[config.mk]
export PLATFORM = sky130hd
export DESIGN_NAME = dac_output_pacing_fifo
export DESIGN_NICKNAME = d
export VERILOG_FILES = /design/src/core/dac_pacing_pkg.sv /design/src/core/sample_fifo.sv /design/src/core/dac_output_pacing_fifo.sv
export VERILOG_INCLUDE_DIRS = /design/src /design/src/core
export SDC_FILE = /design/constraint.sdc
export NUM_CORES = 1
export LEC_CHECK = 0
export BUFFER_PORTS_ARGS = -buffer_cell sky130_fd_sc_hd__buf_2
export CORE_MARGIN = 4
export CORE_UTILIZATION = 45
export CTS_CLUSTER_DIAMETER = 60
export DETAILED_ROUTE_END_ITERATION = 10
export GPL_TIMING_DRIVEN = 0
export SLEW_MARGIN = 15
export SYNTH_ARGS = -nofsm -noshare
export SYNTH_HDL_FRONTEND = slang
export SYNTH_SLANG_ARGS = --single-unit
[constraint.sdc]
create_clock -name core_clk -period 11 [get_ports core_clk]
set_clock_uncertainty 0.05 [all_clocks]
set_input_delay 2.2 -clock core_clk [delete_from_list [all_inputs] [get_ports core_clk]]
set_output_delay 2.2 -clock core_clk [all_outputs]
set_load 0.01 [all_outputs]
[src/core/dac_pacing_defs.svh]
// constants for the analog output pacing sequencer
`ifndef DAC_PACING_DEFS_SVH
`define DAC_PACING_DEFS_SVH
`define PACE_SRC_OWN       2'h0
`define PACE_SRC_AI        2'h1
`define PACE_SRC_EXT       2'h2
`define RANGE_CODE_5V      2'h3
`define RANGE_CODE_10V     2'h2
`define FMT_TWOS12         2'h0
`define FMT_TWOS16         2'h1
`define FMT_SPLIT12        2'h2
`define CODE12_MIN         16'hf800
`define CODE12_MAX         16'h07ff
`define SPLIT_OFFSET       16'h0800
`define CLK_HZ             100000000
`define MAX_RATE_HZ        500000
`define MIN_PERIOD_CYC     (`CLK_HZ / `MAX_RATE_HZ)
`define TIMER_INIT         16'hffff
`define DAC_ZERO           16'h0000
`endif

[src/core/dac_pacing_pkg.sv]
// types for the analog output pacing sequencer
package dac_pacing_pkg;
    typedef enum logic [1:0] {
        ST_IDLE  = 2'b00,
        ST_ARMED = 2'b01,
        ST_RUN   = 2'b10,
        ST_HALT  = 2'b11
    } seq_state_t;
endpackage

[src/core/sample_fifo.sv]
// sample fifo with recycle replay and read pointer restart
`timescale 1ns/1ns
module sample_fifo #(
    parameter int WIDTH = 16,
    parameter int DEPTH = 16
) (
    input  wire logic             core_clk,
    input  wire logic             rst,
    input  wire logic             flush,
    input  wire logic             recycle,
    input  wire logic             rewind,
    input  wire logic [WIDTH-1:0] in_data,
    input  wire logic             in_valid,
    output logic                  in_ready,
    output logic [WIDTH-1:0]      out_data,
    output logic                  out_valid,
    input  wire logic             out_ready
);
    localparam int AW = $clog2(DEPTH);
    initial begin
        if (DEPTH < 2 || (1 << AW) != DEPTH) begin
            $error("sample_fifo depth must be a power of two");
        end
    end
    logic [WIDTH-1:0] mem [DEPTH];
    logic [AW:0]      wr_reg;
    logic [AW:0]      rd_reg;
    logic [AW:0]      count_reg;
    logic             push;
    logic             pop;
    logic             wrap;
    // recycle keeps the loaded buffer, so it is never freed
    assign in_ready  = (wr_reg != (AW+1)'(DEPTH)) && !(recycle && rd_reg != '0);
    assign out_valid = recycle ? (wr_reg != '0) : (count_reg != '0);
    assign out_data  = mem[rd_reg[AW-1:0]];
    assign push      = in_valid && in_ready;
    assign pop       = out_valid && out_ready;
    assign wrap      = recycle && (rd_reg + 1'b1 == wr_reg);
    always_ff @(posedge core_clk) begin
        if (push) begin
            mem[wr_reg[AW-1:0]] <= in_data;
        end
    end
    // write pointer counts words since flush, or since the fifo last drained outside recycle
    always_ff @(posedge core_clk) begin
        if (rst || flush) begin
            wr_reg <= '0;
        end else if (push) begin
            wr_reg <= wr_reg + 1'b1;
        end else if (!recycle && count_reg == '0 && wr_reg == rd_reg && wr_reg != '0) begin
            wr_reg <= '0;
        end
    end
    always_ff @(posedge core_clk) begin
        if (rst || flush) begin
            rd_reg <= '0;
        // RULE5 - rewind to first
        end else if (rewind && recycle) begin
            rd_reg <= '0;
        // RULE18 - wrap without underflow
        end else if (pop && wrap) begin
            rd_reg <= '0;
        end else if (pop) begin
            rd_reg <= rd_reg + 1'b1;
        end else if (!recycle && count_reg == '0) begin
            rd_reg <= '0;
        end
    end
    always_ff @(posedge core_clk) begin
        if (rst || flush) begin
            count_reg <= '0;
        end else if (!recycle) begin
            count_reg <= count_reg + (AW+1)'(push) - (AW+1)'(pop);
        end
    end
endmodule

[src/core/dac_output_pacing_fifo.sv]
// analog output sequencer: fifo, pacing, triggers, ranges, underflow stop
// Overview of operation
// RULE1 - ai pacing mode clocks outputs with input pulses once input sampling starts
// RULE2 - external pacer clock taken on rising or falling edge by configuration
// RULE3 - hardware start trigger is a configurable edge on trigger input
// RULE4 - digital start: masked inputs compared to pattern, match or mismatch fires
// RULE5 - recycle with simultaneous start: each trigger rewinds fifo read pointer; only hardware trigger edges in run rewind it here
// RULE6 - 12-bit channels take -2048..+2047, each with own 5 V/10 V range
// RULE7 - range code -1 is 5 V, -2 is 10 V; bipolar only
// RULE8 - 16-bit variant takes -32768..+32767 at fixed 10 V
// RULE9 - split binary variant maps 0 most negative, 4095 most positive
// RULE10 - own output timer paces conversions; host fills fifo by any transfer
// RULE11 - data path sustains conversions up to 500 kHz
// RULE12 - underflow in dma or interrupt mode flags data lost and halts
// RULE13 - without output timer host times updates from input timer or interrupt
// RULE14 - stop trigger counts a programmed nonzero number of samples after start
// RULE15 - host programs digital stop identical to digital start; no digital stop here, a run ends on stop_task, the sample count or underflow
// RULE16 - sample fifo permits gap-free streaming and recycle replay
// RULE17 - after initialization both channels hold code zero
// RULE18 - recycle wraps read pointer to first sample without underflow
// RULE19 - after underflow sequencer stays stopped until cleared and restarted
`timescale 1ns/1ns
`include "dac_pacing_defs.svh"
module dac_output_pacing_fifo #(
    parameter int DATA_W     = 16,
    parameter int FIFO_DEPTH = 16,
    parameter int CHANNELS   = 2,
    parameter int DIN_W      = 4
) (
    input  wire logic                    core_clk,
    input  wire logic                    rst,
    input  wire logic [DATA_W-1:0]       sample_data,
    input  wire logic                    sample_valid,
    output logic                         sample_ready,
    input  wire logic                    start_task,
    input  wire logic                    stop_task,
    input  wire logic                    clear_lost,
    input  wire logic                    recycle_mode,
    input  wire logic                    simultaneous,
    input  wire logic                    transfer_monitored,
    input  wire logic [1:0]              pace_source,
    input  wire logic [15:0]             pace_period,
    input  wire logic                    ai_pace_pulse,
    input  wire logic                    ai_sampling,
    input  wire logic                    ext_pacer_clock_in,
    input  wire logic                    ext_clock_falling,
    input  wire logic                    ext_trigger_in,
    input  wire logic                    trigger_falling,
    input  wire logic                    hw_trigger_en,
    input  wire logic                    digital_start_en,
    input  wire logic [DIN_W-1:0]        din,
    input  wire logic [DIN_W-1:0]        start_mask,
    input  wire logic [DIN_W-1:0]        start_pattern,
    input  wire logic                    start_on_mismatch,
    input  wire logic                    stop_count_en,
    input  wire logic [15:0]             stop_count,
    input  wire logic [1:0]              code_format,
    input  wire logic [2*CHANNELS-1:0]   range_select_code,
    output logic [CHANNELS*DATA_W-1:0]   dac_code,
    output logic [CHANNELS-1:0]          dac_range_10v,
    output logic [CHANNELS-1:0]          dac_update,
    output logic                         running,
    output logic                         data_lost_event,
    output logic                         data_lost
);
    initial begin
        if (DATA_W != 16 || CHANNELS < 1 || CHANNELS > 4 || DIN_W < 1) begin
            $error("dac_output_pacing_fifo parameters unsupported");
        end
    end

    function automatic logic range_is_10v(input logic [1:0] code);
        // RULE7 - bipolar codes only
        range_is_10v = (code == `RANGE_CODE_10V);
    endfunction

    function automatic logic [15:0] format_code(input logic [15:0] raw, input logic [1:0] fmt);
        logic signed [15:0] s;
        s = raw;
        case (fmt)
            // RULE8 - full 16-bit twos complement
            `FMT_TWOS16:  format_code = raw;
            // RULE9 - split binary 0..4095
            `FMT_SPLIT12: format_code = {4'h0, raw[11:0]};
            // RULE6 - clamp to 12-bit range
            default: begin
                if (s < $signed(`CODE12_MIN)) begin
                    format_code = `CODE12_MIN;
                end else if (s > $signed(`CODE12_MAX)) begin
                    format_code = `CODE12_MAX;
                end else begin
                    format_code = raw;
                end
            end
        endcase
    endfunction

    dac_pacing_pkg::seq_state_t state_reg;
    logic [15:0]      timer_reg;
    logic [15:0]      stop_cnt_reg;
    logic [1:0]       chan_reg;
    logic             xclk_prev_reg;
    logic             trig_prev_reg;
    logic             match_prev_reg;
    logic             ai_started_reg;
    logic             ext_edge;
    logic             trig_edge;
    logic             dig_match;
    logic             dig_fire;
    logic             start_event;
    logic             own_tick;
    logic             pace_tick;
    logic             rewind;
    logic [DATA_W-1:0] fifo_data;
    logic             fifo_valid;
    logic             fifo_pop;
    logic             underflow;
    logic             flush;
    logic [15:0]      period_eff;

    // RULE2 - selectable pacer edge
    assign ext_edge = ext_clock_falling ? (xclk_prev_reg && !ext_pacer_clock_in)
                                        : (!xclk_prev_reg && ext_pacer_clock_in);
    // RULE3 - selectable trigger edge
    assign trig_edge = trigger_falling ? (trig_prev_reg && !ext_trigger_in)
                                       : (!trig_prev_reg && ext_trigger_in);
    // RULE4 - mask, pattern, match sense
    assign dig_match   = ((din & start_mask) == start_pattern) ^ start_on_mismatch;
    assign dig_fire    = digital_start_en && dig_match && !match_prev_reg;
    assign start_event = (hw_trigger_en && trig_edge) || dig_fire
                         || (!hw_trigger_en && !digital_start_en);
    // periods under the 500 kHz limit are stretched
    assign period_eff = (pace_period < 16'(`MIN_PERIOD_CYC)) ? 16'(`MIN_PERIOD_CYC)
                                                             : pace_period;
    assign own_tick = (timer_reg == 16'h0001);

    always_comb begin
        case (pace_source)
            // RULE10 - own output timer
            `PACE_SRC_OWN: pace_tick = own_tick;
            // RULE1 - shared input pulse
            `PACE_SRC_AI:  pace_tick = ai_pace_pulse && ai_started_reg;
            `PACE_SRC_EXT: pace_tick = ext_edge;
            default:       pace_tick = 1'b0;
        endcase
    end

    assign fifo_pop  = (state_reg == dac_pacing_pkg::ST_RUN) && pace_tick && fifo_valid;
    // RULE12 - underflow when monitored
    assign underflow = (state_reg == dac_pacing_pkg::ST_RUN) && pace_tick && !fifo_valid
                       && transfer_monitored && !recycle_mode;
    // RULE5 - trigger restarts replay
    assign rewind = recycle_mode && simultaneous && hw_trigger_en && trig_edge
                    && (state_reg == dac_pacing_pkg::ST_RUN);
    assign flush  = stop_task && (state_reg == dac_pacing_pkg::ST_IDLE);
    assign running = (state_reg == dac_pacing_pkg::ST_RUN);

    // RULE16 - sample fifo in path
    sample_fifo #(
        .WIDTH (DATA_W),
        .DEPTH (FIFO_DEPTH)
    ) u_fifo (
        .core_clk  (core_clk),
        .rst       (rst),
        .flush     (flush),
        .recycle   (recycle_mode),
        .rewind    (rewind),
        .in_data   (sample_data),
        .in_valid  (sample_valid),
        .in_ready  (sample_ready),
        .out_data  (fifo_data),
        .out_valid (fifo_valid),
        .out_ready (fifo_pop)
    );

    always_ff @(posedge core_clk) begin
        if (rst) begin
            xclk_prev_reg  <= 1'b0;
            trig_prev_reg  <= 1'b0;
            match_prev_reg <= 1'b0;
        end else begin
            xclk_prev_reg  <= ext_pacer_clock_in;
            trig_prev_reg  <= ext_trigger_in;
            match_prev_reg <= dig_match;
        end
    end

    // RULE1 - wait for input start
    always_ff @(posedge core_clk) begin
        if (rst || state_reg != dac_pacing_pkg::ST_RUN) begin
            ai_started_reg <= 1'b0;
        end else if (ai_sampling) begin
            ai_started_reg <= 1'b1;
        end
    end

    // RULE11 - reload paces up to max rate
    always_ff @(posedge core_clk) begin
        if (rst) begin
            timer_reg <= `TIMER_INIT;
        end else if (state_reg != dac_pacing_pkg::ST_RUN || own_tick) begin
            timer_reg <= period_eff;
        end else begin
            timer_reg <= timer_reg - 16'h0001;
        end
    end

    // RULE19 - halt until cleared
    always_ff @(posedge core_clk) begin
        if (rst) begin
            state_reg <= dac_pacing_pkg::ST_IDLE;
        end else begin
            case (state_reg)
                dac_pacing_pkg::ST_IDLE:
                    if (start_task) begin
                        state_reg <= dac_pacing_pkg::ST_ARMED;
                    end
                dac_pacing_pkg::ST_ARMED:
                    if (stop_task) begin
                        state_reg <= dac_pacing_pkg::ST_IDLE;
                    end else if (start_event) begin
                        state_reg <= dac_pacing_pkg::ST_RUN;
                    end
                dac_pacing_pkg::ST_RUN:
                    if (underflow) begin
                        state_reg <= dac_pacing_pkg::ST_HALT;
                    // RULE14 - sample count stop
                    end else if (stop_task || (stop_count_en && fifo_pop
                                 && stop_cnt_reg == 16'h0001)) begin
                        state_reg <= dac_pacing_pkg::ST_IDLE;
                    end
                dac_pacing_pkg::ST_HALT:
                    if (clear_lost) begin
                        state_reg <= dac_pacing_pkg::ST_IDLE;
                    end
                default: state_reg <= dac_pacing_pkg::ST_IDLE;
            endcase
        end
    end

    // RULE14 - count after start
    always_ff @(posedge core_clk) begin
        if (rst || state_reg != dac_pacing_pkg::ST_RUN) begin
            stop_cnt_reg <= (stop_count == 16'h0000) ? 16'h0001 : stop_count;
        end else if (fifo_pop) begin
            stop_cnt_reg <= stop_cnt_reg - 16'h0001;
        end
    end

    // RULE12 - data lost flag
    always_ff @(posedge core_clk) begin
        if (rst) begin
            data_lost <= 1'b0;
        end else if (underflow) begin
            data_lost <= 1'b1;
        end else if (clear_lost) begin
            data_lost <= 1'b0;
        end
        if (rst) begin
            data_lost_event <= 1'b0;
        end else begin
            data_lost_event <= underflow;
        end
    end

    // round robin, so each channel gets a share of the rate
    always_ff @(posedge core_clk) begin
        if (rst || state_reg == dac_pacing_pkg::ST_IDLE) begin
            chan_reg <= 2'h0;
        end else if (fifo_pop) begin
            chan_reg <= (chan_reg == 2'(CHANNELS-1)) ? 2'h0 : chan_reg + 2'h1;
        end
    end

    genvar g;
    generate
        for (g = 0; g < CHANNELS; g++) begin : g_ch
            // RULE17 - zero at reset
            always_ff @(posedge core_clk) begin
                if (rst) begin
                    dac_code[g*DATA_W +: DATA_W] <= `DAC_ZERO;
                    dac_update[g]                <= 1'b0;
                end else begin
                    dac_update[g] <= fifo_pop && chan_reg == 2'(g);
                    if (fifo_pop && chan_reg == 2'(g)) begin
                        dac_code[g*DATA_W +: DATA_W] <= format_code(fifo_data, code_format);
                    end
                end
            end
            // RULE6 - per-channel range
            always_ff @(posedge core_clk) begin
                if (rst) begin
                    dac_range_10v[g] <= 1'b1;
                end else begin
                    dac_range_10v[g] <= (code_format != `FMT_TWOS12)
                                        || range_is_10v(range_select_code[2*g +: 2]);
                end
            end
        end
    endgenerate
endmodule

==> results.yml, run 1 <==
outcome:
  status: "finished, final reports clean"
worst_hold_path:
  holdPathEnd: "data_lost"
  hold_depth: 2
  hold_path_class: "flip-flop to flip-flop"
  hold_start: "data_lost"
clock_tree:
  cts.clk_slew.worst_paths_ps: 60
  post_cts_buffers: 0
  insertion_delay_ps: 540
  cts.sinks: 353
  cts_buffer_depth: 3
  cts_tree: "yes"
  cts_max_level: 2
  cts_root_buf: "clkbuf_16"
  holdBufCountCts: 0
  cts_resized: 0
  cts_buffers: 40
setup_path:
  r2r_slack_ps: 6380
  crit_required_ps: 11410
  worstPathCellList: "buf_2, or3_1, o22ai_1, nor2_1, o21ai_0, clkbuf_1, clkinv_1, ha_1, inv_1, ha_1, fa_1, a21oi_1, nor2_1, nor2_1, xnor2_1, or3_1, a21oi_1"
  critPathLaunchType: "primary input"
  r2r-start: "u_fifo.wr_reg[0]"
  end_kind: "flip-flop"
  reg2reg_to: "u_fifo.count_reg[4]"
  timing.critical_path.mode_cell: "nor2_1"
  cp_max_fo: 10
  crit_slowest_cell: "clkbuf_1"
  crit_type: "primary input to flip-flop"
  arrival_ps: 5880
  slowest_delay_ps: 420
  reg2reg_depth: 18
yosys:
  ys_seq_area_share_pct: 66.24
  synthTopCellsByArea: "edfxtp_1 (55%), dfxtp_1 (11%), mux4_2 (11%)"
  synth_commonest_cells: "edfxtp_1 (272), nor2_1 (85), dfxtp_1 (81), mux4_2 (70)"
  yosysWarnings: 0
  syn-num-nets: 1078
  syn-cell-area_um2: 14780
  yosysMostFrequentCell: "edfxtp_1"
  synth_largest_area_cell: "edfxtp_1"
  avgSynthCellArea_um2: 15.22
  async_flop_share_pct: 0
  syn_inst: 971
  ys_ff_latch: 353
  synth_flop_cell: "edfxtp_1"
  synth_edf_count: 272
  synth_top_area_share_pct: 55.27
  synth.distinct_cells: 65
die:
  die_area_um2: 35810
  die_x_um: 189.2
  row_count: 66
  start_util_pct: 45.54
  io_pins: 127
  die_h_um: 189.2
  core_area_um2: 32450
route:
  wirelength_mm: 34.81
  vias: 8983
  drt_iter0_drc: 712
  wl_per_cell_um: 21.37
  first_pass_iters: 5
  drc_errors: 0
  routed_via_density: 5.514
  ant_nets: 0
placed_design:
  io_buffers: 126
  preCtsSetupSlack_ps: 4937
  place_congestion: 0.8013
  dp_hpwl_mm: 24.27
  place_area_um2: 16230
grt:
  grt_max_degree: 17
  grt_antenna_before_repair: 2
  grt_pass1_vias: 9052
  grt_pass1_wl_mm: 53.14
  gr-total-overflow: 0
  grt_usage_pct: 19.34
final_layout:
  stdcell_area_um2: 17580
  regArea_um2: 9789
  multi_input_area_um2: 4733
  area_delta_synth_final_pct: 18.96
  drive_gt1_share_pct: 26.62
  antennaDiodeCount: 0
  largest_reg_flops: 256
  nFillCells: 2654
  fin_nets: 1263
sta:
  hold_viol_final: 0
  maxSlewHeadroom_pct: 27.35
  fin_crit_sh_pct: 49.76
  setup_viol_count_final: 0
  worst_pin_slew_ps: 1090
  min_period_ps: 5474
  setup_ws_ps: 5526
  slew_violations: 0
  rsz0062_at_grt: "false"
  max_freq_ghz: 0.1827
  tns_ps: 0
  fin_hold_ws_ps: 415.0
power_and_ir_drop:
  leakage_uw: 0.005985
  power.density_nw_per_um2: 166.3
  ir_drop_mv: 0.1397
run:
  cap_violations: 0
==> layout make-up <==
class	instances	share of cell area [%]
multi-input combinational	543	26.92
buffer	46	1.238
clock buffer	49	6.306
tap	442	3.146
inverter	29	0.6192
timing repair buffer	143	4.704
clock inverter	24	1.381
sequential	353	55.68
==> report_power, final <==
group          switching [µW]  internal [µW]  total, µW  leakage (µW)
Combinational            77.3           48.5        126       0.00218
Clock                     536            796       1330      0.000667
Sequential               12.4           1450       1470       0.00314
==> cell families after synthesis <==
kind of cell / after synthesis / synth area share (%)
xor+xnor: 41 / 2.430
flops: 353 / 66.24
simple gates: 261 / 8.695
fa+ha+maj: 20 / 1.744
mux: 85 / 12.35
compound gates: 136 / 6.333
buf+inv: 75 / 2.210
==> cells in the final DEF, fill, tap and decap left out, drive strengths merged, types with 5 or more instances in the layout <==
cell     instances
dfxtp           81
nand2b           7
inv             28
nor4            28
buf            157
nor3            18
clkinv          22
clkbuf          81
xnor2           22
mux4            76
a22oi            6
nor2b           11
ha              19
edfxtp         272
a21oi           45
nand2           45
nor2            85
nand3           30
o21ai           22
and3             7
o2bb2ai         10
nand4            5
o211ai          13
a211oi          12
mux2i            8
a31oi            6
or4              6
xor2            19
==> worst max path at each step <==
stage / from / end / slack, ps / cells past startpoint
after floorplan: recycle_mode / u_fifo.count_reg[4] / 5730 / 16
after global placement: recycle_mode / u_fifo.mem[2][9] / 4380 / 7
after detailed placement: recycle_mode / u_fifo.count_reg[4] / 4940 / 17
after CTS: recycle_mode / u_fifo.count_reg[4] / 5480 / 17
after global routing: recycle_mode / u_fifo.count_reg[4] / 5180 / 17
final: recycle_mode / u_fifo.count_reg[4] / 5530 / 17
==> metal layers <==
metal	part of all wire [%]	vias to the layer above	global-route usage, %
li1	-	4164	-
met3	6.3	59	3.485
met1	43	4451	26.75
met4	2.1	4	5.120
met5	0.078	-	0
met2	48	305	32.05
==> through the flow <==
| stage | instances | power, µW | util [%] |
|---|---|---|---|
| 2_1_floorplan | 971 | 1561 | - |
| 3_3_place_gp | 1539 | 1615 | 49.19 |
| 3_5_place_dp | 1556 | 1620 | 50.01 |
| 4_1_cts | 1629 | 2953 | 54.17 |
| 5_1_grt | 1629 | 3027 | 54.17 |
| 6_report | 1629 | 2924 | 54.17 |
==> worst max-delay path: cells and delay by family <==
family | cells | cell delay [ps]
xor gates and xnor gates | 1 | 80
and+or+nand+nor | 5 | 960
AOI/OAI and AO/OA | 4 | 730
adders and majority gates | 3 | 990
buffers and inverters | 4 | 920
Note: power is estimated with default switching activity, not from simulation.
==> run 2: changes to the inputs <==
Settings changed: PLACE_DENSITY set to 0.65.
Clock period 11 ns to 5 ns, I/O delays scaled along.
==> results.yml, run 2 (synthesized netlist as in run 1, its figures left out) <==
outcome:
  status: "finished, final reports clean"
clock_tree:
  cts.clk_slew.worst_paths_ps: 60
  cts_resized: 0
  cts_tree: "yes"
  cts_buffer_depth: 3
  holdBufCountCts: 0
  cts_root_buf: "clkbuf_16"
  insertion_delay_ps: 520
  post_cts_buffers: 0
  cts_buffers: 39
  cts.sinks: 353
  cts_max_level: 2
final_layout:
  antennaDiodeCount: 0
  area_delta_synth_final_pct: 18.01
  fin_nets: 1262
  largest_reg_flops: 256
  drive_gt1_share_pct: 26.12
  layout_commonest_cell: "edfxtp_1"
  final_cell_mix: "edfxtp_1 (272), buf_2 (134), dfxtp_1 (81)"
  stdcell_area_um2: 17440
setup_path:
  arrival_ps: 4980
  critPathLaunchType: "flip-flop"
  crit_type: "flip-flop to flip-flop"
  reg2reg_to: "u_fifo.count_reg[4]"
  crit_required_ps: 5380
  reg2reg_depth: 18
  r2r_slack_ps: 400
  cp_max_fo: 10
  end_kind: "flip-flop"
  r2r-start: "u_fifo.wr_reg[0]"
  crit_start: "u_fifo.wr_reg[0]"
die:
  core_area_um2: 32450
  start_util_pct: 45.54
  die_h_um: 189.2
  die_area_um2: 35810
  die_x_um: 189.2
  row_count: 66
  io_pins: 127
sta:
  tns_ps: 0
  setup_viol_count_final: 0
  slew_violations: 0
  maxSlewHeadroom_pct: 28.52
  rsz0062_at_grt: "false"
  fin_crit_sh_pct: 91.99
  max_freq_ghz: 0.2174
  hold_viol_final: 0
  worst_pin_slew_ps: 1072
  min_period_ps: 4599
route:
  wl_per_cell_um: 21.34
  drc_errors: 0
  wl_met2_mm: 16.56
  maxUsedRoutingLayer: "met5"
  drt_iter0_drc: 668
  vias: 9006
  wl_met3_mm: 2.262
  ant_nets: 0
  wirelength_mm: 34.59
  routed_via_density: 5.556
  wl_met1_mm: 15.24
  first_pass_iters: 6
power_and_ir_drop:
  p_comb_share_pct: 4.5
  p_seq_share_pct: 52.1
  clkPwrFrac_pct: 43.4
  total_power_uw: 6191
  cell_internal_pwr_uw: 4893
  power.density_nw_per_um2: 355.0
  p_sw_uw: 1298
  swShare_pct: 20.97
  ir_drop_mv: 0.2999
  leakage_uw: 0.005914
placed_design:
  io_buffers: 126
  place_congestion: 0.8893
  dp_hpwl_mm: 24.31
  place_area_um2: 16250
run:
  cap_violations: 0
worst_hold_path:
  hold_depth: 1
  holdPathEnd: "dac_code[1]"
  hold_start: "dac_code[1]"
  hold_path_class: "flip-flop to flip-flop"
grt:
  grt_pass1_vias: 9010
  gr-total-overflow: 0
  grt_max_degree: 18
  grt_antenna_before_repair: 2
  grt_usage_pct: 19.09
  grt_pass1_wl_mm: 52.81
==> run 2: cell count changes in the layout (fill, tap and decap cells not counted), moves of 3 or more <==
| cell | delta |
|---|---|
| clkbuf_1 | +4 |
| buf_4 | -4 |
| buf_8 | +4 |
| clkbuf_16 | -3 |
| clkinv_1 | -4 |
==> run 2: critical path: stages (launching register included) <==
cell	delay, ps
dfxtp_1	390
inv_1	110
ha_1	190
or4b_2	640
o22ai_1	230
nor2_1	110
o21ai_0	140
clkbuf_1	400
clkinv_1	360
ha_1	370
inv_1	40
ha_1	210
fa_1	410
a21oi_1	180
nor2_1	50
nor2_1	110
xnor2_1	90
or3_1	300
a21oi_1	130
==> run 2: through the flow <==
stage / worst slack (ps) / utilization, % / instances / hold WS, ps
floorplan: 934.5 / - / 971 / 390.7
global placement: -579.8 / 49.19 / 1539 / 393.0
detailed placement: 207.5 / 50.06 / 1556 / 393.6
CTS: 384.0 / 53.74 / 1621 / 412.5
global route: 96.57 / 53.74 / 1621 / 439.9
finish: 400.7 / 53.74 / 1621 / 413.1
==> run 2: area by class of cell <==
cell class              count  area [µm²]
repair buffers            143       848.3
fillers                  2639       15010
inverters                  29       108.9
well taps                 442       553.0
plain buffers              46       217.7
multi-input cells         543        4728
clock buffers              50        1049
flip-flops and latches    353        9789
clock inverters            15       146.4
==> run 2: routing by layer <==
| metal | global-route usage, % | vias to the layer above |
|---|---|---|
| met5 | 0 | - |
| li1 | - | 4158 |
| met3 | 3.909 | 42 |
| met4 | 3.923 | 4 |
| met1 | 26.76 | 4504 |
| met2 | 31.48 | 298 |
==> run 2: worst max path at each step <==
stage | to | slack [ps] | depth (start not counted)
floorplan | u_fifo.count_reg[4] | 930 | 16
global placement | u_fifo.mem[3][9] | -580 | 7
detailed placement | u_fifo.count_reg[4] | 210 | 17
CTS | u_fifo.count_reg[4] | 380 | 18
global route | u_fifo.count_reg[4] | 100 | 18
finish | u_fifo.count_reg[4] | 400 | 18
==> run 2: power by group through the flow <==
stage / clock network (µW) / registers [µW] / logic (µW)
after floorplan: 0 / 3280 / 152
after global placement: 0 / 3290 / 265
after detailed placement: 0 / 3290 / 278
after CTS: 2740 / 3230 / 279
after global routing: 2870 / 3230 / 306
final: 2690 / 3230 / 278
==> run 3: changes to the inputs <==
Settings changed: CORE_UTILIZATION 45 to 37, HOLD_SLACK_MARGIN set to 0.06, PLACE_DENSITY 0.65 to unset, SLEW_MARGIN 15 to 20.
==> results.yml, run 3 (synthesized netlist as in run 1, its figures left out) <==
route:
  wl_met3_mm: 2.293
  wl_per_cell_um: 21.38
  routed_via_density: 5.346
  first_pass_iters: 5
  ant_nets: 0
  wl_met2_mm: 17.36
  maxUsedRoutingLayer: "met5"
  wl_met1_mm: 15.95
  vias: 9077
  drc_errors: 0
  wirelength_mm: 36.30
  drt_iter0_drc: 797
sta:
  rsz0062_at_grt: "false"
  setup_ws_ps: 572.4
  hold_viol_final: 0
  min_period_ps: 4428
  worst_pin_slew_ps: 911.2
  max_freq_ghz: 0.2259
  slew_violations: 0
  setup_viol_count_final: 0
  fin_crit_sh_pct: 88.55
  maxSlewHeadroom_pct: 38.46
  tns_ps: 0
final_layout:
  area_delta_synth_final_pct: 18.95
  multi_input_area_um2: 4773
  final_cell_mix: "edfxtp_1 (272), buf_2 (134), dfxtp_1 (81)"
  stdcell_count: 1698
  drive_gt1_share_pct: 26.04
  largest_reg_flops: 256
  fin_nets: 1257
  regArea_um2: 9789
  layout_commonest_cell: "edfxtp_1"
  nFillCells: 3461
clock_tree:
  cts_root_buf: "clkbuf_16"
  cts_buffers: 40
  cts.sinks: 353
  cts.clk_slew.worst_paths_ps: 60
  cts_buffer_depth: 3
  cts_max_level: 2
  cts_tree: "yes"
  holdBufCountCts: 0
  post_cts_buffers: 0
  insertion_delay_ps: 540
grt:
  grt_usage_pct: 16.47
  grt_pass1_wl_mm: 55.42
  grt_antenna_before_repair: 4
  grt_max_degree: 17
  gr-total-overflow: 0
  grt_pass1_vias: 9094
setup_path:
  crit_required_ps: 5420
  reg2reg_depth: 18
  r2r-start: "u_fifo.wr_reg[0]"
  end_kind: "flip-flop"
  arrival_ps: 4840
  worstPathCellList: "inv_1, ha_1, or4b_2, o22ai_1, nor2_1, o21ai_0, clkbuf_2, clkinv_1, ha_1, inv_1, ha_1, fa_1, a21oi_1, nor2_1, nor2_1, xnor2_1, or3_1, a21oi_1"
  crit_slowest_cell: "or4b_2"
  slowest_delay_ps: 630
  reg2reg_to: "u_fifo.count_reg[4]"
  r2r_slack_ps: 570
  critPathLaunchType: "flip-flop"
  crit_type: "flip-flop to flip-flop"
  cp_max_fo: 10
placed_design:
  place_congestion: 0.8989
  dp_hpwl_mm: 24.22
  dp.cells: 1626
  preCtsSetupSlack_ps: 210.9
  io_buffers: 126
power_and_ir_drop:
  p_seq_share_pct: 50.3
  p_comb_share_pct: 4.4
  clkPwrFrac_pct: 45.3
  leakage_uw: 0.005920
  p_sw_uw: 1370
  ir_drop_mv: 0.2239
  total_power_uw: 6409
  cell_internal_pwr_uw: 5039
  power.density_nw_per_um2: 364.6
  swShare_pct: 21.38
outcome:
  status: "finished, final reports clean"
worst_hold_path:
  hold_start: "dac_code[7]"
  hold_depth: 1
  holdPathEnd: "dac_code[7]"
  hold_path_class: "flip-flop to flip-flop"
die:
  die_x_um: 207.9
  start_util_pct: 37.80
  io_pins: 127
  core_area_um2: 39100
  die_h_um: 207.9
  die_area_um2: 43210
  row_count: 72
run:
  cap_violations: 0
==> run 3: cell types whose count changed in the layout (fill, tap and decap cells not counted), sizes merged <==
| cell | previous run | this run |
|---|---|---|
| buf | 157 | 151 |
| bufinv | 2 | 4 |
| clkbuf | 82 | 80 |
| clkinv | 13 | 20 |
| clkinvlp | 0 | 1 |
| diode | 0 | 1 |
| inv | 29 | 27 |
==> run 3: cell type report <==
cell class,count,share of cell area [%]
Sequential cell,353,55.69
Inverter,29,0.6192
Antenna cell,1,0.01423
Tap cell,518,3.687
Timing Repair Buffer,137,4.100
Clock buffer,48,6.043
Clock inverter,23,1.445
Multi-Input combinational cell,543,27.15
Buffer,46,1.253
==> run 3: power groups by stage <==
stage | sequential (µW) | clock [µW] | combinational (µW)
after floorplan | 3280 | 0 | 152
after CTS | 3230 | 2960 | 281
after global placement | 3290 | 0 | 266
final | 3230 | 2900 | 279
after global routing | 3230 | 3100 | 311
after detailed placement | 3290 | 0 | 279
==> run 3: repair_timing <==
item | CTS | global route
resized for setup | 0 | 2
hold endpoints to repair | 0 | 0
setup endpoints to repair | 0 | 1
==> run 3: per-stage QoR <==
step / area, µm² / hold WS (ps) / utilization [%]
5_1_grt: 17580 / 429.3 / 44.96
4_1_cts: 17570 / 416.3 / 44.95
6_report: 17580 / 415.5 / 44.96
2_1_floorplan: 14780 / 390.7 / -
3_5_place_dp: 16260 / 395.8 / 41.58
3_3_place_gp: 16060 / 400.3 / 41.07
==> run 3: worst max-delay path by stage <==
| stage | start | end | slack (ps) | depth (start not counted) |
|---|---|---|---|---|
| 2_1_floorplan | recycle_mode | u_fifo.count_reg[4] | 930 | 16 |
| 3_3_place_gp | recycle_mode | u_fifo.mem[0][7] | -580 | 7 |
| 3_5_place_dp | recycle_mode | u_fifo.count_reg[4] | 210 | 17 |
| 4_1_cts | u_fifo.wr_reg[1] | u_fifo.count_reg[4] | 350 | 18 |
| 5_1_grt | u_fifo.wr_reg[1] | u_fifo.count_reg[4] | 180 | 18 |
| 6_report | u_fifo.wr_reg[0] | u_fifo.count_reg[4] | 570 | 18 |
==> run 3: critical path, delay by kind of cell, from the launching register on <==
kind,cells,cell delay [ps]
and+or+nand+nor,5,1220
adders and majority gates,4,1190
buffers and inverters,4,720
AOI/OAI and AO/OA,4,710
DFF,1,380
xor gates and xnor gates,1,80
==> run 3: per-layer routing <==
layer  track usage [%]  up-vias
met5                 0        -
met4             3.624        6
met3             3.733       58
met2             27.10      271
met1             22.60     4587
li1                  -     4155
